$ cat config.mk
export PLATFORM = sky130hd
export DESIGN_NAME = bnvr_host
export DESIGN_NICKNAME = d
export VERILOG_FILES = /design/src/pkg/bnvr_pkg.sv /design/src/verilog/bnvr_host.sv
export SDC_FILE = /design/constraint.sdc
export NUM_CORES = 1
export LEC_CHECK = 0
export ABC_AREA = 1
export BUFFER_PORTS_ARGS = -buffer_cell sky130_fd_sc_hd__buf_2
export CAP_MARGIN = 20
export CORE_MARGIN = 1.5
export CORE_UTILIZATION = 30
export DETAILED_ROUTE_END_ITERATION = 10
export PLACE_DENSITY = 0.56
export SETUP_SLACK_MARGIN = 0.15
export SLEW_MARGIN = 0
export SYNTH_ARGS = -nofsm -noshare
export SYNTH_HDL_FRONTEND = slang
export SYNTH_SLANG_ARGS = --single-unit
$ cat constraint.sdc
create_clock -name clock -period 2.7 [get_ports clock]
set_clock_uncertainty 0.2 [all_clocks]
set_input_delay 0.54 -clock clock [delete_from_list [all_inputs] [get_ports clock]]
set_output_delay 0.54 -clock clock [all_outputs]
set_load 0.02 [all_outputs]
$ cat src/pkg/bnvr_pkg.sv
package bnvr_pkg;
   // Array geometry
   localparam int ADDR_W = 13;
   localparam int DATA_W = 8;
   localparam int ROW_BYTES_LOG2 = 3;
   // Controller clock period in picoseconds
   localparam int CLK_PERIOD_PS = 4000;
   // Bus timing in nanoseconds
   localparam int ACCESS_NS = 70;
   localparam int PRECHARGE_NS = 60;
   localparam int SEL_LOW_MAX_NS = 10000;
   // Least times round up, longest rounds down
   localparam int ACCESS_CYC = (ACCESS_NS * 1000 + CLK_PERIOD_PS - 1) / CLK_PERIOD_PS;
   localparam int PRECHARGE_CYC = (PRECHARGE_NS * 1000 + CLK_PERIOD_PS - 1) / CLK_PERIOD_PS;
   localparam int SEL_LOW_MAX_CYC = (SEL_LOW_MAX_NS * 1000) / CLK_PERIOD_PS;
   localparam int CNT_W = 16;
   // Data setup before the write strobe rises
   localparam int WR_SETUP_CYC = 1;
   // Host controller states
   typedef enum logic [2:0] {
      BNVR_IDLE,
      BNVR_SETUP,
      BNVR_ACCESS,
      BNVR_PRECHARGE
   } bnvr_state_t;
endpackage

$ cat src/verilog/bnvr_host.sv
`timescale 1ns/100ps
// Operation
// - Host holds strobes low for access time and data stable before end.
// - Writes complete in bus cycle; next access may follow immediately.
// - Host holds select high at least precharge time between cycles.
// - Host keeps select low no longer than maximum low time; the cap counts only cycles with clk_en high.
// - Every access starts with a fresh select falling edge.
// - Select stays high during power transitions and reset.
// - Write strobe stays high whenever not writing, including power events.
module bnvr_host #(
   parameter int ACCESS_CYC = bnvr_pkg::ACCESS_CYC,           // Access time in cycles
   parameter int PRECHARGE_CYC = bnvr_pkg::PRECHARGE_CYC,     // Precharge in cycles
   parameter int SEL_LOW_MAX_CYC = bnvr_pkg::SEL_LOW_MAX_CYC  // Longest select low
) (
   input wire logic clock,                                 // Controller clock
   input wire logic rst,                                   // Async reset, active high
   input wire logic clk_en,                                // Clock enable
   input wire logic req_valid,                             // Access request
   input wire logic req_write,                             // 1 write, 0 read
   input wire logic [bnvr_pkg::ADDR_W-1:0] req_addr,       // Byte address
   input wire logic [bnvr_pkg::DATA_W-1:0] req_wdata,      // Write data
   output logic req_ready,                                 // Request accepted
   output logic rsp_valid,                                 // Access done pulse
   output logic [bnvr_pkg::DATA_W-1:0] rsp_rdata,          // Read data
   output logic [bnvr_pkg::CNT_W-1:0] row_access_count,    // Row endurance cycles used
   output logic [bnvr_pkg::ADDR_W-bnvr_pkg::ROW_BYTES_LOG2-1:0] last_row, // Row of last access
   output logic sel_n,                                     // Select strobe, active low
   output logic wr_n,                                      // Write strobe, active low
   output logic oe_n,                                      // Output enable, active low
   output logic [bnvr_pkg::ADDR_W-1:0] byte_address_lines, // Address pins
   output logic [bnvr_pkg::DATA_W-1:0] byte_data_lines_o,  // Data pins out
   output logic byte_data_lines_oe,                        // Data pins drive enable
   input wire logic [bnvr_pkg::DATA_W-1:0] byte_data_lines_i // Data pins in
);
   localparam int ROW_W = bnvr_pkg::ADDR_W - bnvr_pkg::ROW_BYTES_LOG2;
   localparam logic [bnvr_pkg::CNT_W-1:0] ACC_LAST = bnvr_pkg::CNT_W'(ACCESS_CYC - 1);
   localparam logic [bnvr_pkg::CNT_W-1:0] PRE_LAST = bnvr_pkg::CNT_W'(PRECHARGE_CYC - 1);
   localparam logic [bnvr_pkg::CNT_W-1:0] LOW_LAST = bnvr_pkg::CNT_W'(SEL_LOW_MAX_CYC - 1);
   localparam logic [bnvr_pkg::CNT_W-1:0] CNT_ONE = bnvr_pkg::CNT_W'(1);

   bnvr_pkg::bnvr_state_t state_q;
   logic [bnvr_pkg::CNT_W-1:0] cnt_q;
   logic write_q;

   // Decoded conditions shared by the processes
   logic take_req; // Request taken at this edge
   logic acc_time_met; // Access time satisfied
   logic sel_low_cap; // Select-low limit reached
   logic acc_end; // Last cycle of select low
   logic pre_end; // Last cycle of precharge
   logic rd_capture; // Read data sampled at this edge
   logic [ROW_W-1:0] addr_row; // Row of the driven address

   // Request taken only in idle
   assign take_req = (state_q == bnvr_pkg::BNVR_IDLE) && req_valid;

   assign acc_time_met = cnt_q >= ACC_LAST;

   assign sel_low_cap = cnt_q >= LOW_LAST;

   // Access ends on either; a short cap truncates the access
   assign acc_end = acc_time_met || sel_low_cap;

   assign pre_end = cnt_q >= PRE_LAST;

   assign rd_capture = (state_q == bnvr_pkg::BNVR_ACCESS) && acc_end && !write_q;

   assign addr_row = byte_address_lines[bnvr_pkg::ADDR_W-1:bnvr_pkg::ROW_BYTES_LOG2];

   // Sequencer for one access plus precharge
   always_ff @(posedge clock or posedge rst) begin
      if (rst) begin
         state_q <= bnvr_pkg::BNVR_IDLE;
         cnt_q <= '0;
         write_q <= 1'b0;
      end else if (clk_en) begin
         unique case (state_q)
            bnvr_pkg::BNVR_IDLE: begin
               cnt_q <= '0;
               if (req_valid) begin
                  write_q <= req_write;
                  state_q <= bnvr_pkg::BNVR_SETUP;
               end
            end
            bnvr_pkg::BNVR_SETUP: begin
               cnt_q <= '0;
               state_q <= bnvr_pkg::BNVR_ACCESS;
            end
            bnvr_pkg::BNVR_ACCESS: begin
               if (acc_end) begin
                  cnt_q <= '0;
                  state_q <= bnvr_pkg::BNVR_PRECHARGE;
               end else begin
                  cnt_q <= cnt_q + CNT_ONE;
               end
            end
            bnvr_pkg::BNVR_PRECHARGE: begin
               if (pre_end) begin
                  cnt_q <= '0;
                  state_q <= bnvr_pkg::BNVR_IDLE;
               end else begin
                  cnt_q <= cnt_q + CNT_ONE;
               end
            end
            default: state_q <= bnvr_pkg::BNVR_IDLE;
         endcase
      end
   end

   // Request handshake
   always_ff @(posedge clock or posedge rst) begin
      if (rst) begin
         req_ready <= 1'b0;
      end else if (clk_en) begin
         req_ready <= take_req;
      end
   end

   // Address held from take to the next take
   always_ff @(posedge clock or posedge rst) begin
      if (rst) begin
         byte_address_lines <= '0;
      end else if (clk_en && take_req) begin
         byte_address_lines <= req_addr;
      end
   end

   // Write data held through the strobe rise
   always_ff @(posedge clock or posedge rst) begin
      if (rst) begin
         byte_data_lines_o <= '0;
      end else if (clk_en && take_req) begin
         byte_data_lines_o <= req_wdata;
      end
   end

   // Strobes; all high in reset so no access can start
   always_ff @(posedge clock or posedge rst) begin
      if (rst) begin
         sel_n <= 1'b1;
         wr_n <= 1'b1;
         oe_n <= 1'b1;
         byte_data_lines_oe <= 1'b0;
      end else if (clk_en) begin
         unique case (state_q)
            bnvr_pkg::BNVR_IDLE: begin
               sel_n <= 1'b1;
               wr_n <= ~(req_valid && req_write);
               oe_n <= 1'b1;
               byte_data_lines_oe <= req_valid && req_write;
            end
            bnvr_pkg::BNVR_SETUP: begin
               sel_n <= 1'b0;
               oe_n <= write_q;
            end
            bnvr_pkg::BNVR_ACCESS: begin
               if (acc_end) begin
                  sel_n <= 1'b1;
                  wr_n <= 1'b1;
                  oe_n <= 1'b1;
               end
            end
            bnvr_pkg::BNVR_PRECHARGE: begin
               wr_n <= 1'b1;
               byte_data_lines_oe <= 1'b0;
            end
            default: sel_n <= 1'b1;
         endcase
      end
   end

   always_ff @(posedge clock or posedge rst) begin
      if (rst) begin
         rsp_valid <= 1'b0;
      end else if (clk_en) begin
         rsp_valid <= (state_q == bnvr_pkg::BNVR_ACCESS) && acc_end;
      end
   end

   // Read data held until the next read
   always_ff @(posedge clock or posedge rst) begin
      if (rst) begin
         rsp_rdata <= '0;
      end else if (clk_en && rd_capture) begin
         rsp_rdata <= byte_data_lines_i;
      end
   end

   always_ff @(posedge clock or posedge rst) begin
      if (rst) begin
         row_access_count <= '0;
      end else if (clk_en && state_q == bnvr_pkg::BNVR_SETUP) begin
         row_access_count <= row_access_count + CNT_ONE; // Wraps at full count
      end
   end

   // Row of the latest access, to spot hot rows
   always_ff @(posedge clock or posedge rst) begin
      if (rst) begin
         last_row <= '0;
      end else if (clk_en && state_q == bnvr_pkg::BNVR_SETUP) begin
         last_row <= addr_row;
      end
   end
endmodule

# ---- After elaboration in Yosys (flattened, before gate mapping)
# Cells that the tools add are included.
dict set report word_totals {
  ff_bits 81
  inputBits 34
  output_inout_bits 61
  word_cells 61
}
dict set report op_classes {
  add_sub_neg 2
  magnitude_cmp 3
  eq_ne 6
  n_mux 12
  bitwise_logic 2
  n_reduce_logical 22
}
# operator n
set ops {}
lappend ops {{16-bit one-hot mux with 3 select lines} 1}
lappend ops {{16-bit by 1-bit adder with 16-bit output, second input constant} 2}
lappend ops {{16-bit 2-to-1 mux} 2}
lappend ops {{16-bit by 12-bit greater-or-equal comparator with 1-bit output, second input constant} 1}
lappend ops {{16-bit by 4-bit greater-or-equal comparator with 1-bit output, second input constant} 1}
lappend ops {{16-bit by 5-bit greater-or-equal comparator with 1-bit output, second input constant} 1}
lappend ops {{3-bit one-hot mux with 4 select lines} 1}
lappend ops {{3-bit AND reduction} 4}
lappend ops {{3-bit 2-to-1 mux} 3}
lappend ops {{1-bit one-hot mux with 3 select lines} 3}
lappend ops {{3-bit nonzero test} 3}
lappend ops {{1-bit logical AND} 7}
lappend ops {{3-bit by 2-bit == test with 1-bit output, second input constant} 2}
lappend ops {{2-bit != test, second input constant} 3}
lappend ops {{2-bit AND reduction} 2}
lappend ops {{4-bit AND reduction} 1}
lappend ops {{3-bit by 1-bit == test with 1-bit output, second input constant} 1}
lappend ops {{3-bit logical NOT} 1}
lappend ops {{1-bit inverter} 2}
lappend ops {{1-bit one-hot mux with 2 select lines} 1}
lappend ops {{2-bit nonzero test} 1}
lappend ops {{2-bit OR reduction} 1}
lappend ops {{1-bit logical NOT} 1}
lappend ops {{1-bit logical OR} 1}
lappend ops {{1-bit 2-to-1 mux} 1}

# ---- Longest topological paths before layout
# Gate-level depths: netlist of run 1.
dict set report logic_depth {
  depth_word 5
  ltp_mapped 11
  depth_no_buf 10
}

# ---- Worst setup path before layout of run 1
# OpenSTA, ideal clock, no wires.
dict set report synth_path {
  path_kind {register -> register}
  startpoint {register cnt_q[0] (netlist bit)}
  endpoint {register rsp_rdata[0] (netlist bit)}
  setup_time_ns 0.074
  t_arrival_ns 1.454
  required_ns 2.426
  path_slack_ns 0.972
  stages_incl_launch_ff 12
  path_buffers 1
  synth_period_minus_slack_ns 1.728
  path_cell_list {dfrtp_1 -> inv_1 -> ha_1 -> inv_1 -> o21ai_1 -> nand2_2 -> nor2_4 -> nand2_4 -> nand3_4 -> buf_8 -> nand2_2 -> o21ai_2}
}
dict set report synth_between {
  elab_chain_len 5
  elab_cells_between_ends 6
  classes_between {order compare (2); reduce/logical (4)}
}
# element line_no
set synth_lines {}
lappend synth_lines {{from (decl)} bnvr_host.sv:42} ;# logic [bnvr_pkg::CNT_W-1:0] cnt_q;
lappend synth_lines {{from (signal assigned)} bnvr_host.sv:94} ;# cnt_q <= cnt_q + CNT_ONE;
lappend synth_lines {{from (signal assigned)} bnvr_host.sv:102} ;# cnt_q <= cnt_q + CNT_ONE;
lappend synth_lines {{16-bit by 5-bit greater-or-equal comparator with 1-bit output or 16-bit by 12-bit greater-or-equal comparator with 1-bit output (tied branches)} {bnvr_host.sv:57, bnvr_host.sv:59}}
lappend synth_lines {{1-bit logical OR *} bnvr_host.sv:62} ;# assign acc_end = acc_time_met || sel_low_cap;
lappend synth_lines {{1-bit logical AND * (2 in a row)} bnvr_host.sv:66} ;# assign rd_capture = (state_q == bnvr_pkg::BNVR_ACCESS) && acc_end && !write_q;
lappend synth_lines {{1-bit logical AND *} bnvr_host.sv:184} ;# end else if (clk_en && rd_capture) begin
lappend synth_lines {{to (signal assigned)} bnvr_host.sv:185} ;# rsp_rdata <= byte_data_lines_i;
lappend synth_lines {{to (decl)} bnvr_host.sv:24} ;# output logic [bnvr_pkg::DATA_W-1:0] rsp_rdata,
# Every way passes the cells marked *; elsewhere a longest branch is shown, timed or not.
# A chain may end at the register's enable or synchronous reset.

# ---- Worst setup path in the final report of run 1
dict set report layout_path {
  startpoint {register state_q[0]}
  endpoint {register byte_data_lines_o[1] (netlist bit)}
}
dict set report layout_between {
  elab_chain_len 3
}
# element line_no
set layout_lines {}
lappend layout_lines {{from (decl)} bnvr_host.sv:41} ;# bnvr_pkg::bnvr_state_t state_q;
lappend layout_lines {{from (signal assigned)} bnvr_host.sv:73} ;# state_q <= bnvr_pkg::BNVR_IDLE;
lappend layout_lines {{from (signal assigned)} bnvr_host.sv:82} ;# state_q <= bnvr_pkg::BNVR_SETUP;
lappend layout_lines {{from (signal assigned)} bnvr_host.sv:87} ;# state_q <= bnvr_pkg::BNVR_ACCESS;
lappend layout_lines {{3-bit logical NOT} bnvr_host.sv:55} ;# assign take_req = (state_q == bnvr_pkg::BNVR_IDLE) && req_valid;
lappend layout_lines {{1-bit logical AND} bnvr_host.sv:55}
lappend layout_lines {{1-bit logical AND} bnvr_host.sv:132} ;# end else if (clk_en && take_req) begin
lappend layout_lines {{to (signal assigned)} bnvr_host.sv:133} ;# byte_data_lines_o <= req_wdata;
lappend layout_lines {{to (decl)} bnvr_host.sv:31} ;# output logic [bnvr_pkg::DATA_W-1:0] byte_data_lines_o,
# No other way between the ends.

==> results of run 1 <==
state kept, by name, summed over array words and instances (netlist names):
register and cells:
wr_n 1, req_ready 1, byte_data_lines_oe 1, write_q 1, last_row 10, cnt_q 16
byte_data_lines_o 8, rsp_valid 1, row_access_count 16, state_q 2, sel_n 1, rsp_rdata 8
byte_address_lines 13, oe_n 1
stage by stage:
stage / total power, W / utilization [%] / hold slack [ns] / setup WS [ns]
floorplan: 0.00273 / - / 0.256 / 0.972
global placement: 0.00321 / 35.9 / 0.255 / 0.830
detailed placement: 0.00325 / 35.9 / 0.257 / 0.776
CTS: 0.00460 / 38.8 / 0.145 / 0.803
global route: 0.00484 / 38.8 / 0.146 / 0.650
finish: 0.00454 / 38.8 / 0.107 / 0.826
placed cells by master, fill, tap and decap left out, drive strengths merged:
cell type and count:
xor2 11, xnor2 7, nor2 44, a21oi 12
inv 51, o21ai 21, or2 1, buf 97
clkinvlp 1, nand4 10, a22o 1, o31ai 1
dfstp 3, nand3b 1, mux2 11, bufinv 2
clkbuf 14, ha 9, nand2 86, diode 1
nor3 5, nand3 15, dfrtp 77
per-layer routing:
| metal | share of wire [%] | routed length, µm | GRT usage, % | vias up |
|---|---|---|---|---|
| li1 | - | - | - | 1386 |
| met1 | 50 | 3710 | 16.9 | 1250 |
| met2 | 43 | 3180 | 18.7 | 67 |
| met3 | 6.2 | 457 | 4.66 | 8 |
| met4 | 1.1 | 80 | 3.25 | 0 |
| met5 | 0 | 0 | 0 | - |
power by group:
part / switching (W) / leakage [nW] / total, W / internal [W]
Combinational: 0.000950 / 1.31 / 0.00146 / 0.000507
Sequential: 0.000203 / 1.01 / 0.00175 / 0.00155
Clock: 0.000444 / 0.163 / 0.00133 / 0.000886
path summary, 6_finish.rpt:
path | start | endpoint | slack (ns)
max reg2reg | state_q[0]$_DFFE_PP0P_ | byte_data_lines_o[1]$_DFFE_PP0P_ | 0.83
max | state_q[0]$_DFFE_PP0P_ | byte_data_lines_o[1]$_DFFE_PP0P_ | 0.83
max in group asynchronous | rst | cnt_q[1]$_DFFE_PP0P_ | 1.83
min | rst | row_access_count[4]$_DFFE_PP0P_ | 0.11
min reg2reg | sel_n$_DFFE_PP1P_ | sel_n$_DFFE_PP1P_ | 0.26
min in group clock | req_wdata[7] | byte_data_lines_o[7]$_DFFE_PP0P_ | 0.22
cells by family (layout without fill, tap and decap cells):
family                     after synthesis  after routing
buffers and inverters                   61            165
muxes                                   11             11
other                                    0              1
xor gates and xnor gates                18             18
DFF                                     80             80
AOI/OAI and AO/OA                       35             35
and+or+nand+nor                        162            162
adders and majority gates                9              9
cell type report:
| class | count | area share (%) |
|---|---|---|
| multi-input cells | 235 | 30.0 |
| well taps | 147 | 3.98 |
| inverters | 52 | 4.31 |
| repair buffers | 97 | 10.9 |
| diodes | 1 | 0.0542 |
| flip-flops and latches | 80 | 43.4 |
| clock buffers | 14 | 5.93 |
| clock inverters | 2 | 1.30 |
critical path, delay by kind of cell (launching register included):
| family | cells | cell delay (ns) |
|---|---|---|
| flops | 1 | 0.42 |
| buf+inv | 1 | 0.10 |
| mux | 1 | 0.44 |
| simple gates | 1 | 0.35 |
| fa+ha+maj | 1 | 0.23 |
==> impl_metrics.csv, run 1 <==
group,metric,value,unit
sta,layout_min_cycle_time,1.87,ns
synthesis,synthSimpleGateAreaFrac,21.5,%
cells_and_area,multi_input_area,1390,µm²
cts,clk_latency,0.32,ns
floorplanning,ioPinCount,95,
sta,slew_headroom,70.5,%
worst_setup_path,r2r_cells,4,
grt,grt_pass1_vias,2645,
synthesis,synth_cell_types,33,
cts,cts_tree,"yes",
floorplanning,die_h,113,µm
synthesis,synth_area,3640,µm²
sta,max_freq,534,MHz
worst_setup_path,cpPeakStageDelay,0.44,ns
synthesis,synth_edf_count,0,
synthesis,synthFlopType,"dfrtp_1",
place,dp.cells,611,
drt,dr.pass1.iters,4,
synthesis,ys_warn_count,0,
floorplanning,die_area,12800,µm²
synthesis,syn-num-nets,419,
cts,cts_resized,0,
cts,clkTransAtPathRegs,0.06,ns
place,place_hpwl,5530,µm
cells_and_area,num-fill-cells,1225,
synthesis,synth_top_area_cell,"dfrtp_1",
power_and_ir_drop,peakVddDrop,0.632,mV
synthesis,ys_seq_area_share,55.0,%
cts,cts_max_level,3,
worst_setup_path,worstPathMaxFanout,34,
synthesis,async_flop_share,100,%
synthesis,synth_area_leaders,"dfrtp_1, nand2_1, inv_1",
synthesis,synthAdderAreaFrac,3.09,%
synthesis,synth-compound-area-share,5.80,%
worst_setup_path,cp.arrival,1.88,ns
place,port_buffers,94,
drt,drc,0,
flow_run,drv_cap,0,
cells_and_area,syn2layout_area_growth,26.8,%
floorplanning,core-area,11900,µm²
synthesis,synth-seq-cells,80,
run_status,status,"completed",
sta,hold_violations,0,
worst_setup_path,crit_path_end_kind,"flip-flop",
floorplanning,start_util,30.6,%
worst_setup_path,worstSetupPathType,"flip-flop to flip-flop",
sta,drv_slew,0,
place,gp_congestion,0.752,
grt,grt_max_degree,81,
drt,viasPerCell,4.32,
drt,routed_wirelength,7430,µm
synthesis,synth_xor_area_share,4.33,%
sta,fin_tns_setup,0,ns
place,place_area,4280,µm²
worst_setup_path,critPathLaunchType,"flip-flop",
grt,grt_remaining_overflow,0,
worst_setup_path,crit_chain,"inv_1, ha_1, nand3_4, mux2_1",
worst_setup_path,crit_slowest_cell,"mux2_1",
synthesis,synth_top_area_share,52.9,%
sta,post-route-period-util,69.4,%
sta,rsz0062_at_grt,"no",
drt,dr_total_vias,2711,
cells_and_area,regArea,2010,µm²
synthesis,synthTopCellsByCount,"dfrtp_1, nand2_1, inv_1, nor2_1",
cts,cts-root-buf,"clkbuf_16",
cts,cts.path.max_buffers,2,
cells_and_area,nNetsFinal,518,
cts,cts_made_buffers,9,
grt,grt_pass1_wl,12800,µm
worst_setup_path,required,2.71,ns
min_path,hp-class,"input port to asynchronous set/reset pin",
drt,drtIter0Drc,137,
sta,finalSetupViolations,0,
power_and_ir_drop,p_leak,2.49,nW
power_and_ir_drop,p_per_area,982,nW/µm²
cells_and_area,drive_gt1_share,32.3,%
synthesis,syn_area_per_cell,9.69,µm²
sta,worstMarginPinSlew,0.442,ns
grt,grt_usage,12.4,%
cells_and_area,final_cells,628,
synthesis,synth_mux_area_share,3.40,%
drt,routedWlPerCell,11.8,µm
synthesis,synth_top_family_by_area,"simple AND/OR/NAND/NOR gates",
cts,hold_buffers,0,
cts,cts_sinks,80,
synthesis,syn_inst,376,
cts,cts_setup_buffers,0,
floorplanning,die_x,113,µm
floorplanning,rows,40,
synthesis,yosysMostFrequentCell,"dfrtp_1",
cells_and_area,final_cell_area,4620,µm²
grt,antenna_found_initial,1,
drt,ant_nets,0,
Note: power is estimated with default switching activity, not from simulation.
==> run 2, diff against run 1 <==
clock period = 1.7 ns   (was 2.7 ns; I/O delays follow)
==> impl_metrics.csv, run 2 (synthesis gave the netlist of run 1 again) <==
group,metric,value,unit
run_status,status,"finished, violations left",
run_status,violations,"setup timing",
power_and_ir_drop,switching_share,36.5,%
worst_setup_path,cp.arrival,1.82,ns
cells_and_area,post-route-util,45.5,%
floorplanning,die_h,113,µm
power_and_ir_drop,p_per_area,1480,nW/µm²
grt,antenna_found_initial,0,
sta,finalSetupViolations,16,
cells_and_area,regArea,2010,µm²
sta,drv_slew,0,
power_and_ir_drop,p_clk_share,23.5,%
cts,cts-root-buf,"clkbuf_16",
grt,grt_pass1_wl,14200,µm
cts,clk_latency,0.33,ns
worst_setup_path,worstPathMaxFanout,5,
worst_setup_path,crit_path_end_kind,"flip-flop",
grt,grt-busiest-layer,"met2",
drt,dr_total_vias,2970,
cts,clkTransAtPathRegs,0.06,ns
worst_setup_path,r2r_start,"cnt_q[0]$_DFFE_PP0P_",
cells_and_area,final_cells,675,
power_and_ir_drop,power.internal,0.00511,W
cells_and_area,layout_common_cells,"buf_2, dfrtp_1, nand2_1, inv_1, buf_4",
drt,routed_wirelength,9120,µm
place,port_buffers,94,
power_and_ir_drop,peakVddDrop,0.930,mV
power_and_ir_drop,pwr-share-seq,34.6,%
grt,use_met2,21.5,%
sta,layout_min_cycle_time,1.75,ns
power_and_ir_drop,pwr-share-comb,41.9,%
cts,cts_made_buffers,9,
drt,dr.pass1.iters,4,
place,dp.cells,629,
cells_and_area,nNetsFinal,567,
place,place_hpwl,5930,µm
sta,max_freq,571,MHz
drt,routedWlPerCell,13.5,µm
worst_setup_path,critPathBufInv,2,
cts,cts_sinks,80,
worst_setup_path,critPathLaunchType,"flip-flop",
sta,worstMarginPinSlew,0.479,ns
drt,drc,0,
drt,viasPerCell,4.40,
cells_and_area,num_antenna_cells,0,
min_path,hp-class,"input port to flip-flop",
floorplanning,start_util,30.6,%
sta,post-route-period-util,103,%
worst_setup_path,required,1.77,ns
grt,grt_usage,13.8,%
floorplanning,die_area,12800,µm²
worst_setup_path,crit_top_cell,"inv_2",
floorplanning,rows,40,
power_and_ir_drop,p_sw,0.00294,W
worst_setup_path,crit_slowest_cell,"dfrtp_1",
sta,setup_ws,-0.0513,ns
cts,cts_max_level,3,
grt,grt_max_degree,30,
grt,use_met3,4.18,%
drt,ant_nets,0,
floorplanning,ioPinCount,95,
floorplanning,core-area,11900,µm²
cells_and_area,drive_gt1_share,50.2,%
grt,grt_pass1_vias,2917,
grt,grt_use_met1,18.8,%
worst_setup_path,cpPeakStageDelay,0.41,ns
drt,drtIter0Drc,88,
worst_setup_path,crit_path_start,"cnt_q[0]$_DFFE_PP0P_",
sta,rsz0062_at_grt,"yes",
cells_and_area,num-fill-cells,1149,
flow_run,drv_cap,0,
worst_setup_path,crit_chain,"inv_2, ha_4, inv_2, o21ai_2, nand2_2, nor2_4, nand3_4, nand2_4, nand3b_1, nand2_1",
cts,cts_tree,"yes",
sta,hold_violations,0,
grt,grt_remaining_overflow,0,
worst_setup_path,worst_path_dominant_cell_family,"simple AND/OR/NAND/NOR gates",
cells_and_area,final_common_cell,"buf_2",
sta,slew_headroom,68.0,%
power_and_ir_drop,p_leak,2.85,nW
cells_and_area,reg_top3,"cnt_q (16), row_access_count (16), byte_address_lines (13)",
min_path,hp-start,"req_wdata[7]",
cells_and_area,multi_input_area,1790,µm²
worst_setup_path,worstSetupPathType,"flip-flop to flip-flop",
cells_and_area,syn2layout_area_growth,48.9,%
place,gp_congestion,0.793,
floorplanning,die_x,113,µm
cts,cts.path.max_buffers,2,
run 2: layout make-up:
class	count	share of cell area (%)
Clock inverter	3	0.784
Timing Repair Buffer	142	17.7
Sequential cell	80	37.0
Inverter	52	3.67
Multi-Input combinational cell	239	33.0
Tap cell	147	3.39
Clock buffer	12	4.54
run 2: path summary, 6_finish.rpt:
path / to / cells after the start / slack [ns]
max: cnt_q[3]$_DFFE_PP0P_ / 10 / -0.05
min: byte_data_lines_o[7]$_DFFE_PP0P_ / 2 / 0.05
max in group asynchronous: byte_data_lines_o[4]$_DFFE_PP0P_ / 4 / 0.41
max reg2reg: cnt_q[3]$_DFFE_PP0P_ / 10 / -0.05
min reg2reg: sel_n$_DFFE_PP1P_ / 2 / 0.27
min in group asynchronous: rsp_valid$_DFFE_PP0P_ / 3 / 0.39
run 2: what timing repair did:
action	CTS	global route
endpoints found under the hold margin	11	0
gates cloned	3	4
pin swaps	10	32
hold buffers	1	0
gates resized for setup	21	81
setup buffers	8	15
endpoints found under the setup margin	51	63
run 2: per-layer routing:
layer,share of wire (%),vias up
li1,-,1484
met1,46,1410
met2,49,67
met4,0.95,0
met5,0,-
met3,4.4,9
run 2: through the flow:
stage	instance area [µm²]	total power [W]	setup slack (ns)	hold WS, ns	setup TNS, ns
global placement	4480	0.00530	-0.00276	0.186	-0.0116
CTS	4940	0.00756	-0.0385	0.0114	-0.380
global route	5430	0.00853	-0.157	0.0339	-2.14
floorplan	3690	0.00438	0.0174	0.256	0
detailed placement	4480	0.00537	-0.0735	0.188	-0.675
finish	5430	0.00804	-0.0513	0.0453	-0.521
run 2: power by group through the flow:
stage / registers (W) / logic, W / clock network [W]
after floorplan: 0.00337 / 0.00101 / 0
after global placement: 0.00277 / 0.00253 / 0
after detailed placement: 0.00280 / 0.00257 / 0
after CTS: 0.00278 / 0.00283 / 0.00195
after global routing: 0.00286 / 0.00363 / 0.00203
final: 0.00279 / 0.00337 / 0.00189
==> run 3, diff against run 2 <==
--- a/constraint.sdc
+++ b/constraint.sdc
@@ -3,3 +3,3 @@
 set_input_delay 0.34 -clock clock [delete_from_list [all_inputs] [get_ports clock]]
 set_output_delay 0.34 -clock clock [all_outputs]
-set_load 0.02 [all_outputs]
+set_load 0.005 [all_outputs]
==> impl_metrics.csv, run 3 (synthesis gave the netlist of run 1 again) <==
group,metric,value,unit
floorplanning,start_util,30.6,%
run_status,status,"completed",
worst_setup_path,worst_path_dominant_cell_family,"flip-flops",
drt,routedWlPerCell,13.4,µm
worst_setup_path,critPathLaunchType,"flip-flop",
floorplanning,die_area,12800,µm²
worst_setup_path,worstSetupPathType,"flip-flop to flip-flop",
min_path,holdPathStages,2,
sta,post-route-period-util,98.9,%
floorplanning,die_h,113,µm
worst_setup_path,r2r_cells,9,
cells_and_area,syn2layout_area_growth,48.0,%
cells_and_area,final_cells,670,
cts,cts_sinks,80,
min_path,min_to,"byte_data_lines_o[5]$_DFFE_PP0P_",
sta,fin_tns_setup,0,ns
cts,cts_max_level,3,
worst_setup_path,regToRegEndpoint,"cnt_q[3]$_DFFE_PP0P_",
floorplanning,rows,40,
power_and_ir_drop,p_leak,2.83,nW
worst_setup_path,r2r_start,"cnt_q[0]$_DFFE_PP0P_",
place,dp.cells,629,
floorplanning,core-area,11900,µm²
sta,rsz0062_at_grt,"yes",
drt,dr.pass1.iters,4,
worst_setup_path,crit_chain,"inv_2, buf_4, ha_1, o21ai_0, nand4_1, buf_4, nand2_4, nand3b_1, nand2_1",
cells_and_area,num-fill-cells,1137,
sta,finalSetupViolations,0,
grt,antenna_found_initial,0,
grt,grt_max_degree,30,
worst_setup_path,critPathBufInv,3,
cts,cts_made_buffers,9,
worst_setup_path,crit_path_start,"cnt_q[0]$_DFFE_PP0P_",
grt,grt_pass1_wl,14100,µm
power_and_ir_drop,peakVddDrop,0.885,mV
floorplanning,ioPinCount,95,
grt,grt_usage,14.2,%
cells_and_area,multi_input_area,1780,µm²
worst_setup_path,crit_top_cell,"buf_4",
sta,max_freq,595,MHz
sta,timing.hold.ws,0.0273,ns
worst_setup_path,cp.arrival,1.76,ns
floorplanning,die_x,113,µm
cells_and_area,reg_top3,"cnt_q (16), row_access_count (16), byte_address_lines (13)",
drt,viasPerCell,4.42,
place,port_buffers,94,
cells_and_area,final_common_cell,"buf_2",
cells_and_area,nNetsFinal,562,
grt,grt_remaining_overflow,0,
grt,grt_pass1_vias,2879,
sta,hold_violations,0,
place,place_hpwl,5920,µm
sta,worstMarginPinSlew,0.467,ns
min_path,hp-class,"input port to flip-flop",
cells_and_area,final_cell_area,5390,µm²
place,place_area,4480,µm²
place,gp_congestion,0.793,
power_and_ir_drop,p_per_area,1370,nW/µm²
min_path,hp-start,"req_wdata[5]",
cells_and_area,num_antenna_cells,0,
worst_setup_path,required,1.78,ns
worst_setup_path,crit_slowest_cell,"dfrtp_1",
cts,clk_latency,0.34,ns
worst_setup_path,r2r_setup_slack,0.02,ns
worst_setup_path,worstPathMaxFanout,4,
drt,drtIter0Drc,78,
cts,cts.path.max_buffers,2,
drt,routed_wirelength,8970,µm
drt,dr_total_vias,2962,
cells_and_area,drive_gt1_share,49.7,%
sta,drv_slew,0,
worst_setup_path,crit_path_end_kind,"flip-flop",
cts,clkTransAtPathRegs,0.06,ns
cells_and_area,layout_common_cells,"buf_2, dfrtp_1, nand2_1, inv_1, buf_4",
worst_setup_path,cpPeakStageDelay,0.38,ns
cts,cts-root-buf,"clkbuf_16",
cells_and_area,regArea,2010,µm²
drt,drc,0,
sta,setup_ws,0.0189,ns
place,place_ws,-0.0387,ns
drt,ant_nets,0,
sta,layout_min_cycle_time,1.68,ns
cts,cts_tree,"yes",
sta,slew_headroom,68.8,%
flow_run,drv_cap,0,
==> run 3: changes by cell type in the layout (fill, tap and decap cells not counted), sizes merged <==
cell    delta
buf        -3
clkbuf     -1
nand3      -1
==> run 3: area by class of cell <==
cell class	instances	area share, %
Sequential cell	80	37.2
Multi-Input combinational cell	238	33.0
Timing Repair Buffer	138	17.2
Clock buffer	12	4.57
Inverter	52	3.74
Tap cell	147	3.41
Clock inverter	3	0.789
==> run 3: worst max-delay path by stage <==
stage	endpoint	cells past startpoint
floorplan	rsp_rdata[0]$_DFFE_PP0P_	11
global placement	rsp_rdata[5]$_DFFE_PP0P_	10
detailed placement	cnt_q[1]$_DFFE_PP0P_	10
CTS	rsp_rdata[5]$_DFFE_PP0P_	9
global route	cnt_q[3]$_DFFE_PP0P_	10
finish	cnt_q[3]$_DFFE_PP0P_	9
==> run 3: timing repair <==
action | CTS | global route
hold buffers | 1 | 0
cloned | 4 | 1
pin swaps | 23 | 32
gates resized for setup | 54 | 39
hold endpoints to repair | 11 | 0
setup endpoints to repair | 48 | 59
buffers inserted | 10 | 10
==> run 3: routing by layer <==
layer	GRT usage, %	part of all wire (%)	routed length, µm
met1	18.3	45	4030
met2	22.5	48	4330
met3	5.25	5.7	513
met4	3.75	1.0	94
met5	0	0	0
==> run 3: power breakdown <==
group / switching [W] / internal, W
Combinational: 0.00133 / 0.00138
Sequential: 0.000308 / 0.00246
Clock: 0.000742 / 0.00117
==> run 3: stage by stage <==
stage,total power [W],util (%)
finish,0.00738,45.3
detailed placement,0.00480,37.6
floorplan,0.00384,-
global placement,0.00474,37.6
CTS,0.00720,43.0
global route,0.00786,45.3
